`config.mk`:
```
export PLATFORM = sky130hd
export DESIGN_NAME = gpio_bcd
export DESIGN_NICKNAME = d
export VERILOG_FILES = /design/src/gpio_bcd_pkg.sv /design/src/gpio_bcd.sv
export SDC_FILE = /design/constraint.sdc
export NUM_CORES = 1
export LEC_CHECK = 0
export BUFFER_PORTS_ARGS = -buffer_cell sky130_fd_sc_hd__buf_2
export CORE_MARGIN = 8
export CORE_UTILIZATION = 46
export DETAILED_ROUTE_END_ITERATION = 16
export GPL_TIMING_DRIVEN = 0
export PLACE_DENSITY = 0.87
export SETUP_SLACK_MARGIN = 0.05
export SLEW_MARGIN = 10
export SYNTH_ARGS = -nofsm -noshare
export SYNTH_HDL_FRONTEND = slang
export SYNTH_SLANG_ARGS = --single-unit
```
`constraint.sdc`:
```
create_clock -name clk_i -period 1.9 [get_ports clk_i]
set_input_delay 0.095 -clock clk_i [delete_from_list [all_inputs] [get_ports clk_i]]
set_output_delay 0.095 -clock clk_i [all_outputs]
set_load 0.02 [all_outputs]
```
`src/gpio_bcd_pkg.sv`:
```
// Package: register map, field layout and carrier types for the parallel ports
package gpio_bcd_pkg;

  // ==========================================================================
  // Register map (byte addresses; printed data offsets, chosen direction ones)
  // ==========================================================================
  localparam logic [7:0] FIRST_PORT_DATA_ADDR  = 8'h01;
  localparam logic [7:0] SECOND_PORT_DATA_ADDR = 8'h02;
  localparam logic [7:0] THIRD_PORT_DATA_ADDR  = 8'h03;
  localparam logic [7:0] FIRST_PORT_DIR_ADDR   = 8'h05;
  localparam logic [7:0] SECOND_PORT_DIR_ADDR  = 8'h06;
  localparam logic [7:0] THIRD_PORT_DIR_ADDR   = 8'h07;
  localparam logic [7:0] CONVERTER_CTRL_ADDR   = 8'h08;
  localparam logic [7:0] TIMER_ONE_CTRL_ADDR   = 8'h09;
  localparam logic [7:0] TIMER_TWO_CTRL_ADDR   = 8'h0A;

  // ==========================================================================
  // Field layout
  // ==========================================================================
  localparam int unsigned FIRST_WIDTH   = 8;
  localparam int unsigned SECOND_WIDTH  = 6;
  localparam int unsigned THIRD_WIDTH   = 8;
  localparam int unsigned CLK_OUT_BIT   = 7;
  localparam int unsigned CLK_OUT_PIN   = 2;
  localparam int unsigned T1_CLK_PIN    = 6;
  localparam int unsigned T2_CLK_PIN    = 4;
  localparam int unsigned THIRD_ATD_PIN = 6;

  // Converter channels 0..7 on first port, 8..14 on third port
  localparam logic [4:0] FIRST_CH_BASE  = 5'h00;
  localparam logic [4:0] THIRD_CH_BASE  = 5'h08;
  localparam logic [4:0] THIRD_CH_LAST  = 5'h0E;
  localparam logic [2:0] PS_EXT_CLOCK   = 3'h7;

  // ==========================================================================
  // Reset values
  // ==========================================================================
  localparam logic [7:0] DIR_RESET      = 8'h00;
  localparam logic [4:0] CH_RESET       = 5'h1F;
  localparam logic [2:0] PS_RESET       = 3'h0;
  localparam logic [7:0] UNMAPPED_READ  = 8'h00;

  // ==========================================================================
  // Carriers
  // ==========================================================================
  typedef struct packed {
    logic [7:0] first;
    logic [5:0] second;
    logic [7:0] third;
  } port_pins_t;

  typedef struct packed {
    logic [7:0] adr;
    logic [7:0] dat;
    logic [3:0] sel;
    logic       we;
    logic       cyc;
    logic       stb;
  } wb_req_t;

endpackage

```
`src/gpio_bcd.sv`:
```
// Design: three parallel I/O ports with alternate pin functions, Wishbone slave
//
// Implementation choice: register access over Wishbone.
`timescale 1ns/10ps

// Functional notes
// - Eight first-port latches, untouched by reset
// - Direction one drives pin; reset clears first
// - First-port read: latch if output, else pin
// - Latch writes always land; input reads pin
// - Converter-routed first pin reads zero if input
// - Converter pins: direction selects read, not buffer
// - Six second-port latches, untouched by reset
// - Clock-output enable drives system clock on pin2
// - Reset clears second direction and clock enable
// - Second-port read: latch if output, else pin; pin2 reads zero while clock output is enabled
// - Eight third-port latches; reset clears directions
// - Converter-routed third pin reads zero if input
// - Timer pins: direction selects read, not buffer
// - External timer clock takes third pins 6, 4
// - Third-port read: pin if input, else latch
module gpio_bcd (
  input  wire logic                     clk_i,
  input  wire logic                     rst_i,
  input  wire gpio_bcd_pkg::wb_req_t    wb_req_i,
  output logic [7:0]                    wb_dat_o,
  output logic                          wb_ack_o,
  input  wire gpio_bcd_pkg::port_pins_t pin_i,
  output gpio_bcd_pkg::port_pins_t      pin_o,
  output gpio_bcd_pkg::port_pins_t      pin_oe_n_o,
  output logic [4:0]                    converter_channel_select_o,
  output logic                          converter_enable_o,
  output logic                          timer_one_ext_clock_o,
  output logic                          timer_two_ext_clock_o
);

  // ==========================================================================
  // State
  // ==========================================================================
  logic [7:0] first_port_latch_q;
  logic [5:0] second_port_latch_q;
  logic [7:0] third_port_latch_q;
  logic [7:0] first_port_dir_q;
  logic [5:0] second_port_dir_q;
  logic       clock_out_enable_q;
  logic [7:0] third_port_dir_q;
  logic [4:0] converter_channel_select_q;
  logic [2:0] timer_one_prescale_select_q;
  logic [2:0] timer_two_prescale_select_q;
  logic       ack_q;
  logic [7:0] rdata_q;
  logic [7:0] rdata_d;
  logic       wr_en;
  logic       rd_en;

  // Single-cycle answer; ack drops in the cycle after it is given
  assign wr_en = wb_req_i.cyc && wb_req_i.stb && wb_req_i.we && wb_req_i.sel[0] && !ack_q;
  assign rd_en = wb_req_i.cyc && wb_req_i.stb && !ack_q;

  // ==========================================================================
  // Alternate-function ownership
  // ==========================================================================
  logic [7:0] first_conv;
  logic [7:0] third_conv;
  logic [7:0] third_timer;
  logic       t1_ext;
  logic       t2_ext;
  logic [4:0] ch_off;

  assign t1_ext = (timer_one_prescale_select_q == gpio_bcd_pkg::PS_EXT_CLOCK);
  assign t2_ext = (timer_two_prescale_select_q == gpio_bcd_pkg::PS_EXT_CLOCK);
  assign ch_off = converter_channel_select_q - gpio_bcd_pkg::THIRD_CH_BASE;

  always_comb begin
    first_conv  = 8'h00;
    third_conv  = 8'h00;
    third_timer = 8'h00;
    if (converter_channel_select_q < gpio_bcd_pkg::THIRD_CH_BASE) begin
      first_conv[converter_channel_select_q[2:0]] = 1'b1;
    end else if (converter_channel_select_q <= gpio_bcd_pkg::THIRD_CH_LAST) begin
      third_conv[ch_off[2:0]] = 1'b1;
    end
    third_timer[gpio_bcd_pkg::T1_CLK_PIN] = t1_ext;
    third_timer[gpio_bcd_pkg::T2_CLK_PIN] = t2_ext;
  end

  // ==========================================================================
  // Pin drivers
  // ==========================================================================
  genvar gi;
  generate
    for (gi = 0; gi < gpio_bcd_pkg::FIRST_WIDTH; gi++) begin : g_eight
      // Converter or timer use takes the buffer away from the direction bit
      assign pin_oe_n_o.first[gi] = !(first_port_dir_q[gi] && !first_conv[gi]);
      assign pin_o.first[gi]      = first_port_latch_q[gi];
      assign pin_oe_n_o.third[gi] =
        !(third_port_dir_q[gi] && !third_conv[gi] && !third_timer[gi]);
      assign pin_o.third[gi]      = third_port_latch_q[gi];
    end
    for (gi = 0; gi < gpio_bcd_pkg::SECOND_WIDTH; gi++) begin : g_six
      if (gi == gpio_bcd_pkg::CLK_OUT_PIN) begin : g_clk
        // Clock enable overrides the pin's direction bit
        assign pin_oe_n_o.second[gi] = !(clock_out_enable_q || second_port_dir_q[gi]);
        assign pin_o.second[gi]      = clock_out_enable_q ? clk_i
                                                          : second_port_latch_q[gi];
      end else begin : g_io
        assign pin_oe_n_o.second[gi] = !second_port_dir_q[gi];
        assign pin_o.second[gi]      = second_port_latch_q[gi];
      end
    end
  endgenerate

  // Timer clock inputs only follow the pin while selected
  assign timer_one_ext_clock_o = t1_ext && pin_i.third[gpio_bcd_pkg::T1_CLK_PIN];
  assign timer_two_ext_clock_o = t2_ext && pin_i.third[gpio_bcd_pkg::T2_CLK_PIN];
  assign converter_channel_select_o = converter_channel_select_q;
  assign converter_enable_o = (converter_channel_select_q <= gpio_bcd_pkg::THIRD_CH_LAST);

  // ==========================================================================
  // Data latches (no reset: contents survive system reset)
  // ==========================================================================
  always_ff @(posedge clk_i) begin
    if (wr_en && wb_req_i.adr == gpio_bcd_pkg::FIRST_PORT_DATA_ADDR) begin
      first_port_latch_q <= wb_req_i.dat;
    end
  end

  always_ff @(posedge clk_i) begin
    if (wr_en && wb_req_i.adr == gpio_bcd_pkg::SECOND_PORT_DATA_ADDR) begin
      second_port_latch_q <= wb_req_i.dat[5:0];
    end
  end

  always_ff @(posedge clk_i) begin
    if (wr_en && wb_req_i.adr == gpio_bcd_pkg::THIRD_PORT_DATA_ADDR) begin
      third_port_latch_q <= wb_req_i.dat;
    end
  end

  // ==========================================================================
  // Direction registers
  // ==========================================================================
  always_ff @(posedge clk_i) begin
    if (rst_i) begin
      first_port_dir_q <= gpio_bcd_pkg::DIR_RESET;
    end else if (wr_en && wb_req_i.adr == gpio_bcd_pkg::FIRST_PORT_DIR_ADDR) begin
      first_port_dir_q <= wb_req_i.dat;
    end
  end

  always_ff @(posedge clk_i) begin
    if (rst_i) begin
      second_port_dir_q  <= gpio_bcd_pkg::DIR_RESET[5:0];
      clock_out_enable_q <= 1'b0;
    end else if (wr_en && wb_req_i.adr == gpio_bcd_pkg::SECOND_PORT_DIR_ADDR) begin
      second_port_dir_q  <= wb_req_i.dat[5:0];
      clock_out_enable_q <= wb_req_i.dat[gpio_bcd_pkg::CLK_OUT_BIT];
    end
  end

  always_ff @(posedge clk_i) begin
    if (rst_i) begin
      third_port_dir_q <= gpio_bcd_pkg::DIR_RESET;
    end else if (wr_en && wb_req_i.adr == gpio_bcd_pkg::THIRD_PORT_DIR_ADDR) begin
      third_port_dir_q <= wb_req_i.dat;
    end
  end

  // ==========================================================================
  // Stand-ins for the converter and timer selection fields
  // ==========================================================================
  always_ff @(posedge clk_i) begin
    if (rst_i) begin
      converter_channel_select_q <= gpio_bcd_pkg::CH_RESET;
    end else if (wr_en && wb_req_i.adr == gpio_bcd_pkg::CONVERTER_CTRL_ADDR) begin
      converter_channel_select_q <= wb_req_i.dat[4:0];
    end
  end

  always_ff @(posedge clk_i) begin
    if (rst_i) begin
      timer_one_prescale_select_q <= gpio_bcd_pkg::PS_RESET;
      timer_two_prescale_select_q <= gpio_bcd_pkg::PS_RESET;
    end else if (wr_en) begin
      if (wb_req_i.adr == gpio_bcd_pkg::TIMER_ONE_CTRL_ADDR) begin
        timer_one_prescale_select_q <= wb_req_i.dat[2:0];
      end
      if (wb_req_i.adr == gpio_bcd_pkg::TIMER_TWO_CTRL_ADDR) begin
        timer_two_prescale_select_q <= wb_req_i.dat[2:0];
      end
    end
  end

  // ==========================================================================
  // Read path
  // ==========================================================================
  always_comb begin
    rdata_d = gpio_bcd_pkg::UNMAPPED_READ;
    case (wb_req_i.adr)
      gpio_bcd_pkg::FIRST_PORT_DATA_ADDR: begin
        for (int i = 0; i < gpio_bcd_pkg::FIRST_WIDTH; i++) begin
          if (first_port_dir_q[i]) begin
            rdata_d[i] = first_port_latch_q[i];
          end else begin
            rdata_d[i] = first_conv[i] ? 1'b0 : pin_i.first[i];
          end
        end
      end
      gpio_bcd_pkg::SECOND_PORT_DATA_ADDR: begin
        for (int i = 0; i < gpio_bcd_pkg::SECOND_WIDTH; i++) begin
          rdata_d[i] = second_port_dir_q[i] ? second_port_latch_q[i]
                                            : pin_i.second[i];
        end
        if (clock_out_enable_q) begin
          rdata_d[gpio_bcd_pkg::CLK_OUT_PIN] = 1'b0;
        end
      end
      gpio_bcd_pkg::THIRD_PORT_DATA_ADDR: begin
        for (int i = 0; i < gpio_bcd_pkg::THIRD_WIDTH; i++) begin
          if (third_port_dir_q[i]) begin
            rdata_d[i] = third_port_latch_q[i];
          end else begin
            rdata_d[i] = third_conv[i] ? 1'b0 : pin_i.third[i];
          end
        end
      end
      gpio_bcd_pkg::FIRST_PORT_DIR_ADDR:  rdata_d = first_port_dir_q;
      gpio_bcd_pkg::SECOND_PORT_DIR_ADDR: begin
        rdata_d[5:0] = second_port_dir_q;
        rdata_d[gpio_bcd_pkg::CLK_OUT_BIT] = clock_out_enable_q;
      end
      gpio_bcd_pkg::THIRD_PORT_DIR_ADDR:  rdata_d = third_port_dir_q;
      gpio_bcd_pkg::CONVERTER_CTRL_ADDR:  rdata_d[4:0] = converter_channel_select_q;
      gpio_bcd_pkg::TIMER_ONE_CTRL_ADDR:  rdata_d[2:0] = timer_one_prescale_select_q;
      gpio_bcd_pkg::TIMER_TWO_CTRL_ADDR:  rdata_d[2:0] = timer_two_prescale_select_q;
      default:                            rdata_d = gpio_bcd_pkg::UNMAPPED_READ;
    endcase
  end

  always_ff @(posedge clk_i) begin
    if (rst_i) begin
      ack_q   <= 1'b0;
      rdata_q <= 8'h00;
    end else begin
      ack_q <= rd_en;
      if (rd_en) begin
        rdata_q <= rdata_d;
      end
    end
  end

  assign wb_ack_o = ack_q;
  assign wb_dat_o = rdata_q;

endmodule // gpio_bcd

```
==> flow_metrics.py, run 1 <==
metrics = {
    "place": {
        "post-place-cells": 554,
        "gp_congestion": 0.953,
        "place_ws_ps": -337,
        "place_area_sq_um": 4120,
        "dp_hpwl_microns": 9050,
        "io_buffer_count": 101,
    },
    "global_route": {
        "grt-busiest-layer": "met2",
        "use_met2_pct": 37.9,
        "met3_usage_pct": 5.54,
        "grt_pass1_wl_microns": 18500,
        "grt_remaining_overflow": 0,
        "antenna_found_initial": 0,
        "grtUsageTotal_pct": 23.9,
        "grt_pass1_vias": 3365,
        "use_met1_pct": 30.2,
        "grt_max_degree": 11,
    },
    "timing": {
        "hold_viol": 0,
        "max_freq_mhz": 533,
        "rsz0062_at_grt": "yes",
        "setup_viol": 0,
        "slew_headroom_pct": 46.9,
        "post-route-min-period_ps": 1880,
        "skew_ps": 10.4,
        "worst_slack_ps": 23.9,
        "fin_crit_sh_pct": 98.7,
        "slew_violations": 0,
        "worst_pin_slew_ps": 776,
    },
    "layout": {
        "insertedDiodeCount": 0,
        "postLayoutCellArea_sq_um": 4570,
        "drive_above_1_share_pct": 38.1,
        "num-fill-cells": 609,
        "finalNetCount": 522,
        "syn_to_final_growth_pct": 31.9,
        "instances_no_fill": 579,
    },
    "power_and_ir_drop": {
        "clkPwrFrac_pct": 45.0,
        "ir_drop_v": 0.000607,
        "leakagePower_uw": 0.00188,
        "combinationalPowerShare_pct": 7.9,
        "p_seq_share_pct": 47.1,
        "internal_power_uw": 2330,
        "powerDensity_nw_per_um2": 667,
        "swShare_pct": 23.5,
        "p_switching_uw": 715,
    },
    "floorplan": {
        "fp.coreArea_sq_um": 7250,
        "die_h_microns": 103,
        "io-pin-count": 108,
        "die_x_microns": 103,
        "initial_core_util_pct": 47.7,
        "rows": 31,
        "dieArea_sq_um": 10600,
    },
    "cts": {
        "cts_tree": "yes",
        "worstSkewPairLatency_ps": 450,
        "path_clk_slew_ps": 70,
    },
    "synthesis": {
        "yosysSeqAreaShare_pct": 43.9,
        "synthSimpleGateAreaFrac_pct": 17.9,
        "synth_fa_ha_area_share_pct": 0,
        "yosysMostFrequentCell": "dfxtp_1",
        "synth-compound-area-share_pct": 17.3,
        "synth_common_cells": "dfxtp_1, mux2i_1, nor2_1",
        "ys.flop_type": "dfxtp_1",
        "yosysTopAreaCellShare_pct": 24.9,
        "synth_top_area_cell": "dfxtp_1",
        "synthArstFlopShare_pct": 0,
        "ys_top_cells_by_area": "dfxtp_1, edfxtp_1, mux2i_1",
        "synthMuxAreaShare_pct": 14.5,
        "synth_xor_area_share_pct": 0,
        "synth.net_count": 401,
        "synth_area_sq_um": 3460,
        "netlist_instances": 354,
        "synth.avg_cell_area_sq_um": 9.78,
        "synth_top_family_by_area": "simple AND/OR/NAND/NOR gates",
        "synth_cell_type_count": 59,
        "synth_edf_count": 22,
        "yosys_warnings": 0,
        "yosys_register_bits": 65,
    },
    "routing": {
        "antenna_left": 0,
        "wl_per_cell_microns": 22.0,
        "vias_per_cell": 5.99,
        "vias": 3470,
        "route.detailed.drc": 0,
        "drt-total-wl_microns": 12800,
        "firstDrtPassIters": 5,
        "drt_iter0_drc": 353,
    },
    "worst_setup_path": {
        "cp_cell_sequence": "or3b_4 -> or3_4 -> nand2_2 -> buf_6",
        "worst-endpoint-arrival_ps": 1780,
        "cp_slowest_cell": "dfxtp_4",
        "end_kind": "output pin",
        "cpPeakStageDelay_ps": 390,
        "cp-start-kind": "flop",
        "cp_top_family": "simple AND/OR/NAND/NOR gates",
        "cp_max_fo": 8,
        "cp_data_required_time_ps": 1800,
        "critPathBufInv": 1,
        "path_class": "flop to output pin",
    },
    "worst_hold_path": {
        "min_path_type": "input pin to flop",
    },
    "run": {
        "maxCapViolCount": 0,
    },
    "outcome": {
        "status": "finished, final reports clean",
    },
}
per-stage QoR:
stage	power, uW	util, %	TNS (ps)	hold slack [ps]
2_1_floorplan	1580	-	0	194
3_3_place_gp	1680	56.7	-13440	308
3_5_place_dp	1690	56.8	-11230	314
4_1_cts	3030	61.8	0	16.7
5_1_grt	3120	63.0	-16.1	1.64
6_report	3050	63.0	0	20.2
per-layer routing:
layer / wire (microns) / vias to the layer above
li1: - / 1551
met1: 5160 / 1658
met2: 6050 / 238
met3: 1320 / 23
met4: 231 / 0
met5: 0 / -
sequential cells by signal (all words and copies together), names as in the netlist:
name and cells:
first_port_dir_q 8, first_port_latch_q 8, third_port_dir_q 8, third_port_latch_q 8
wb_dat_o 8, second_port_dir_q 6, second_port_latch_q 6, converter_channel_select_o 5
timer_one_prescale_select_q 3, timer_two_prescale_select_q 3, clock_out_enable_q 1, wb_ack_o 1
power by group through the flow:
| stage | registers [uW] | logic [uW] | clock network (uW) |
|---|---|---|---|
| floorplan | 1470 | 108 | 0.365 |
| global placement | 1470 | 214 | 0.370 |
| detailed placement | 1470 | 220 | 0.370 |
| CTS | 1430 | 231 | 1360 |
| global route | 1430 | 252 | 1430 |
| finish | 1430 | 241 | 1370 |
cell type report:
class                   instances  area (sq um)  area share [%]
multi-input cells             253          1840            40.3
clock inverters                 3          38.8           0.849
flip-flops and latches         65          1530            33.5
inverters                      11          41.3           0.904
clock buffers                  17           205            4.49
plain buffers                  20           168            3.67
well taps                      99           124            2.71
repair buffers                111           622            13.6
logic make-up (layout without fill, tap and decap cells):
kind of cell | after synthesis | in the layout
AND/OR/NAND/NOR | 114 | 114
AO/OA/AOI/OAI | 90 | 90
flip-flops | 65 | 65
multiplexers | 49 | 49
buffers and inverters | 36 | 162
repair_timing:
| item | 4_1_cts | 5_1_grt |
|---|---|---|
| hold buffers | 5 | 0 |
| pin swaps | 1 | 1 |
| hold endpoints to repair | 22 | 0 |
| gates cloned | 0 | 0 |
| resized for setup | 19 | 16 |
| setup endpoints to repair | 66 | 17 |
| buffers inserted | 2 | 4 |
path summary, 6_finish.rpt:
check	from	endpoint	slack (ps)	cells after the start
max reg2reg	converter_channel_select_o[2]	wb_dat_o[4]	70	5
max	converter_channel_select_o[2]	pin_oe_n_o[18]	20	4
min	wb_req_i[10]	second_port_latch_q[3]	20	1
min reg2reg	wb_dat_o[6]	wb_dat_o[6]	520	1
cells in the final DEF, fill, tap and decap left out, drive strengths merged, types with 4 or more instances in the layout:
master / instances
buf: 115
dfxtp: 43
mux2i: 41
nor2: 37
o21ai: 35
nand2: 32
clkbuf: 28
edfxtp: 22
inv: 11
nand3: 10
mux2: 8
a21oi: 8
o31ai: 6
dlygate4sd3: 5
nor4: 5
nor2b: 4
a31oi: 4
nand2b: 4
a22oi: 4
nor3: 4
No activity file was read; power rests on OpenSTA's default activity.
==> run 2: changes to the inputs <==
--- a/config.mk
+++ b/config.mk
@@ -5,12 +5,14 @@
 export SDC_FILE = /design/constraint.sdc
 export NUM_CORES = 1
 export LEC_CHECK = 0
+export ABC_AREA = 1
 export BUFFER_PORTS_ARGS = -buffer_cell sky130_fd_sc_hd__buf_2
 export CORE_MARGIN = 8
-export CORE_UTILIZATION = 46
+export CORE_UTILIZATION = 47
 export DETAILED_ROUTE_END_ITERATION = 16
 export GPL_TIMING_DRIVEN = 0
-export PLACE_DENSITY = 0.87
+export MAX_ROUTING_LAYER = met4
+export PLACE_DENSITY = 0.88
 export SETUP_SLACK_MARGIN = 0.05
 export SLEW_MARGIN = 10
 export SYNTH_ARGS = -nofsm -noshare
==> flow_metrics.py, run 2 <==
metrics = {
    "routing": {
        "route.detailed.drc": 0,
        "drt-total-wl_microns": 11700,
        "antenna_left": 0,
        "vias_per_cell": 5.23,
        "vias": 3775,
        "wl_per_cell_microns": 16.2,
        "drt_iter0_drc": 279,
        "firstDrtPassIters": 5,
    },
    "outcome": {
        "status": "finished, final reports clean",
    },
    "worst_setup_path": {
        "cp-start-kind": "flop",
        "r2r-start": "wb_ack_o",
        "cp_data_required_time_ps": 1800,
        "r2r_end": "second_port_latch_q[2]",
        "cp-startpoint": "converter_channel_select_o[3]",
        "path_class": "flop to output pin",
        "end_kind": "output pin",
        "worst-endpoint-arrival_ps": 1670,
        "cp_max_fo": 6,
        "rr_worst_depth": 3,
        "rrSetupSlack_ps": 220,
    },
    "synthesis": {
        "yosys_register_bits": 65,
        "synth-compound-area-share_pct": 11.3,
        "synthArstFlopShare_pct": 0,
        "synth.net_count": 539,
        "synth_edf_count": 22,
        "synth.avg_cell_area_sq_um": 7.11,
        "synthMuxAreaShare_pct": 0,
        "synthSimpleGateAreaFrac_pct": 36.5,
        "synth_xor_area_share_pct": 0,
        "yosysSeqAreaShare_pct": 43.5,
        "synth_top_family_by_area": "simple AND/OR/NAND/NOR gates",
        "yosysMostFrequentCell": "nand2_1",
        "synth_fa_ha_area_share_pct": 0,
        "synth_top_area_cell": "dfxtp_1",
        "synth_cell_type_count": 29,
        "synth_common_cells": "nand2_1, nor2_1, nand3_1",
        "ys.flop_type": "dfxtp_1",
        "yosys_warnings": 0,
        "yosysTopAreaCellShare_pct": 24.6,
        "ys_top_cells_by_area": "dfxtp_1, edfxtp_1, nand2_1",
        "synth_area_sq_um": 3500,
        "netlist_instances": 492,
    },
    "global_route": {
        "grt_pass1_vias": 3708,
        "grt_pass1_wl_microns": 18300,
        "antenna_found_initial": 0,
        "grt_max_degree": 11,
        "grt_remaining_overflow": 0,
        "grtUsageTotal_pct": 23.7,
    },
    "floorplan": {
        "die_h_microns": 102,
        "dieArea_sq_um": 10500,
        "initial_core_util_pct": 48.5,
        "fp.coreArea_sq_um": 7210,
        "die_x_microns": 102,
        "io-pin-count": 108,
        "rows": 31,
    },
    "timing": {
        "post-route-min-period_ps": 1760,
        "slew_headroom_pct": 62.3,
        "skew_ps": 3.58,
        "setup_viol": 0,
        "max_freq_mhz": 567,
        "rsz0062_at_grt": "no",
        "tns_ps": 0,
        "slew_violations": 0,
        "worst_pin_slew_ps": 562,
        "hold_viol": 0,
        "fin_crit_sh_pct": 92.8,
        "worst_slack_ps": 138,
    },
    "layout": {
        "insertedDiodeCount": 0,
        "instances_no_fill": 722,
        "final_common_cell": "nand2_1",
        "final_util_pct": 62.1,
        "syn_to_final_growth_pct": 28.0,
        "num-fill-cells": 673,
        "drive_above_1_share_pct": 26.8,
        "final_cell_mix": "nand2_1, buf_2, nor2_1",
        "finalNetCount": 665,
    },
    "place": {
        "io_buffer_count": 103,
        "dp_hpwl_microns": 8910,
        "gp_congestion": 0.977,
        "post-place-cells": 694,
        "place_ws_ps": -68.4,
    },
    "power_and_ir_drop": {
        "leakagePower_uw": 0.00204,
        "powerDensity_nw_per_um2": 658,
        "ir_drop_v": 0.000639,
        "p_total_uw": 2950,
    },
    "run": {
        "maxCapViolCount": 0,
    },
    "worst_hold_path": {
        "hold_end": "wb_dat_o[4]",
        "hold_path_depth": 5,
        "min_path_type": "input pin to flop",
        "hp-start": "wb_req_i[0]",
    },
    "cts": {
        "cts_tree": "yes",
        "path_clk_slew_ps": 70,
        "post_cts_buffers": 0,
        "worstSkewPairLatency_ps": 450,
    },
}
run 2: worst max-delay path by stage:
stage	end	slack, ps	cells after the start
2_1_floorplan	second_port_latch_q[0]	260	3
3_3_place_gp	second_port_latch_q[5]	-40	3
3_5_place_dp	second_port_latch_q[5]	-70	3
4_1_cts	first_port_latch_q[5]	30	3
5_1_grt	pin_oe_n_o[5]	50	6
6_report	pin_oe_n_o[20]	140	6
run 2: stage by stage:
stage               area, sq um  hold WS, ps
finish                     4480         61.8
global route               4480          101
CTS                        4460         54.4
detailed placement         4140          318
global placement           4140          318
floorplan                  3500          194
run 2: repair_timing:
| action | in CTS | in global routing |
|---|---|---|
| resized for setup | 1 | 12 |
| setup endpoints to repair | 22 | 23 |
| hold endpoints to repair | 31 | 0 |
| hold buffers | 9 | 0 |
run 2: metal layers:
layer,global-route usage (%),up-vias,wire length (microns)
met5,-,-,0
li1,-,1844,-
met3,7.02,15,1260
met2,36.1,207,5470
met4,10.8,0,155
met1,28.2,1709,4790
run 2: where the power goes:
group | switching [uW] | leakage [uW] | internal, uW | total [uW]
Clock | 566 | 0.000125 | 720 | 1290
Sequential | 2.44 | 0.000543 | 1440 | 1440
Combinational | 140 | 0.00137 | 81.9 | 222
run 2: layout make-up:
class                   instances  area [sq um]  area share (%)
repair buffers                111           601            13.4
plain buffers                  17           123            2.74
well taps                      99           124            2.77
clock inverters                 2          10.0           0.224
inverters                      51           191            4.27
multi-input cells             359          1690            37.6
flip-flops and latches         65          1520            34.0
clock buffers                  18           220            4.92
run 2: critical path, stage by stage, from the launching register on:
cell and delay, ps:
dfxtp_2 350, nor2_1 180, inv_1 140, nor3_1 210, inv_1 90, nand2_1 80
buf_2 160
run 2: kinds of logic (layout without fill, tap and decap cells):
logic type / count (synthesis) / after routing
AND/OR/NAND/NOR: 284 / 284
AO/OA/AOI/OAI: 75 / 75
buffers and inverters: 68 / 199
flip-flops: 65 / 65
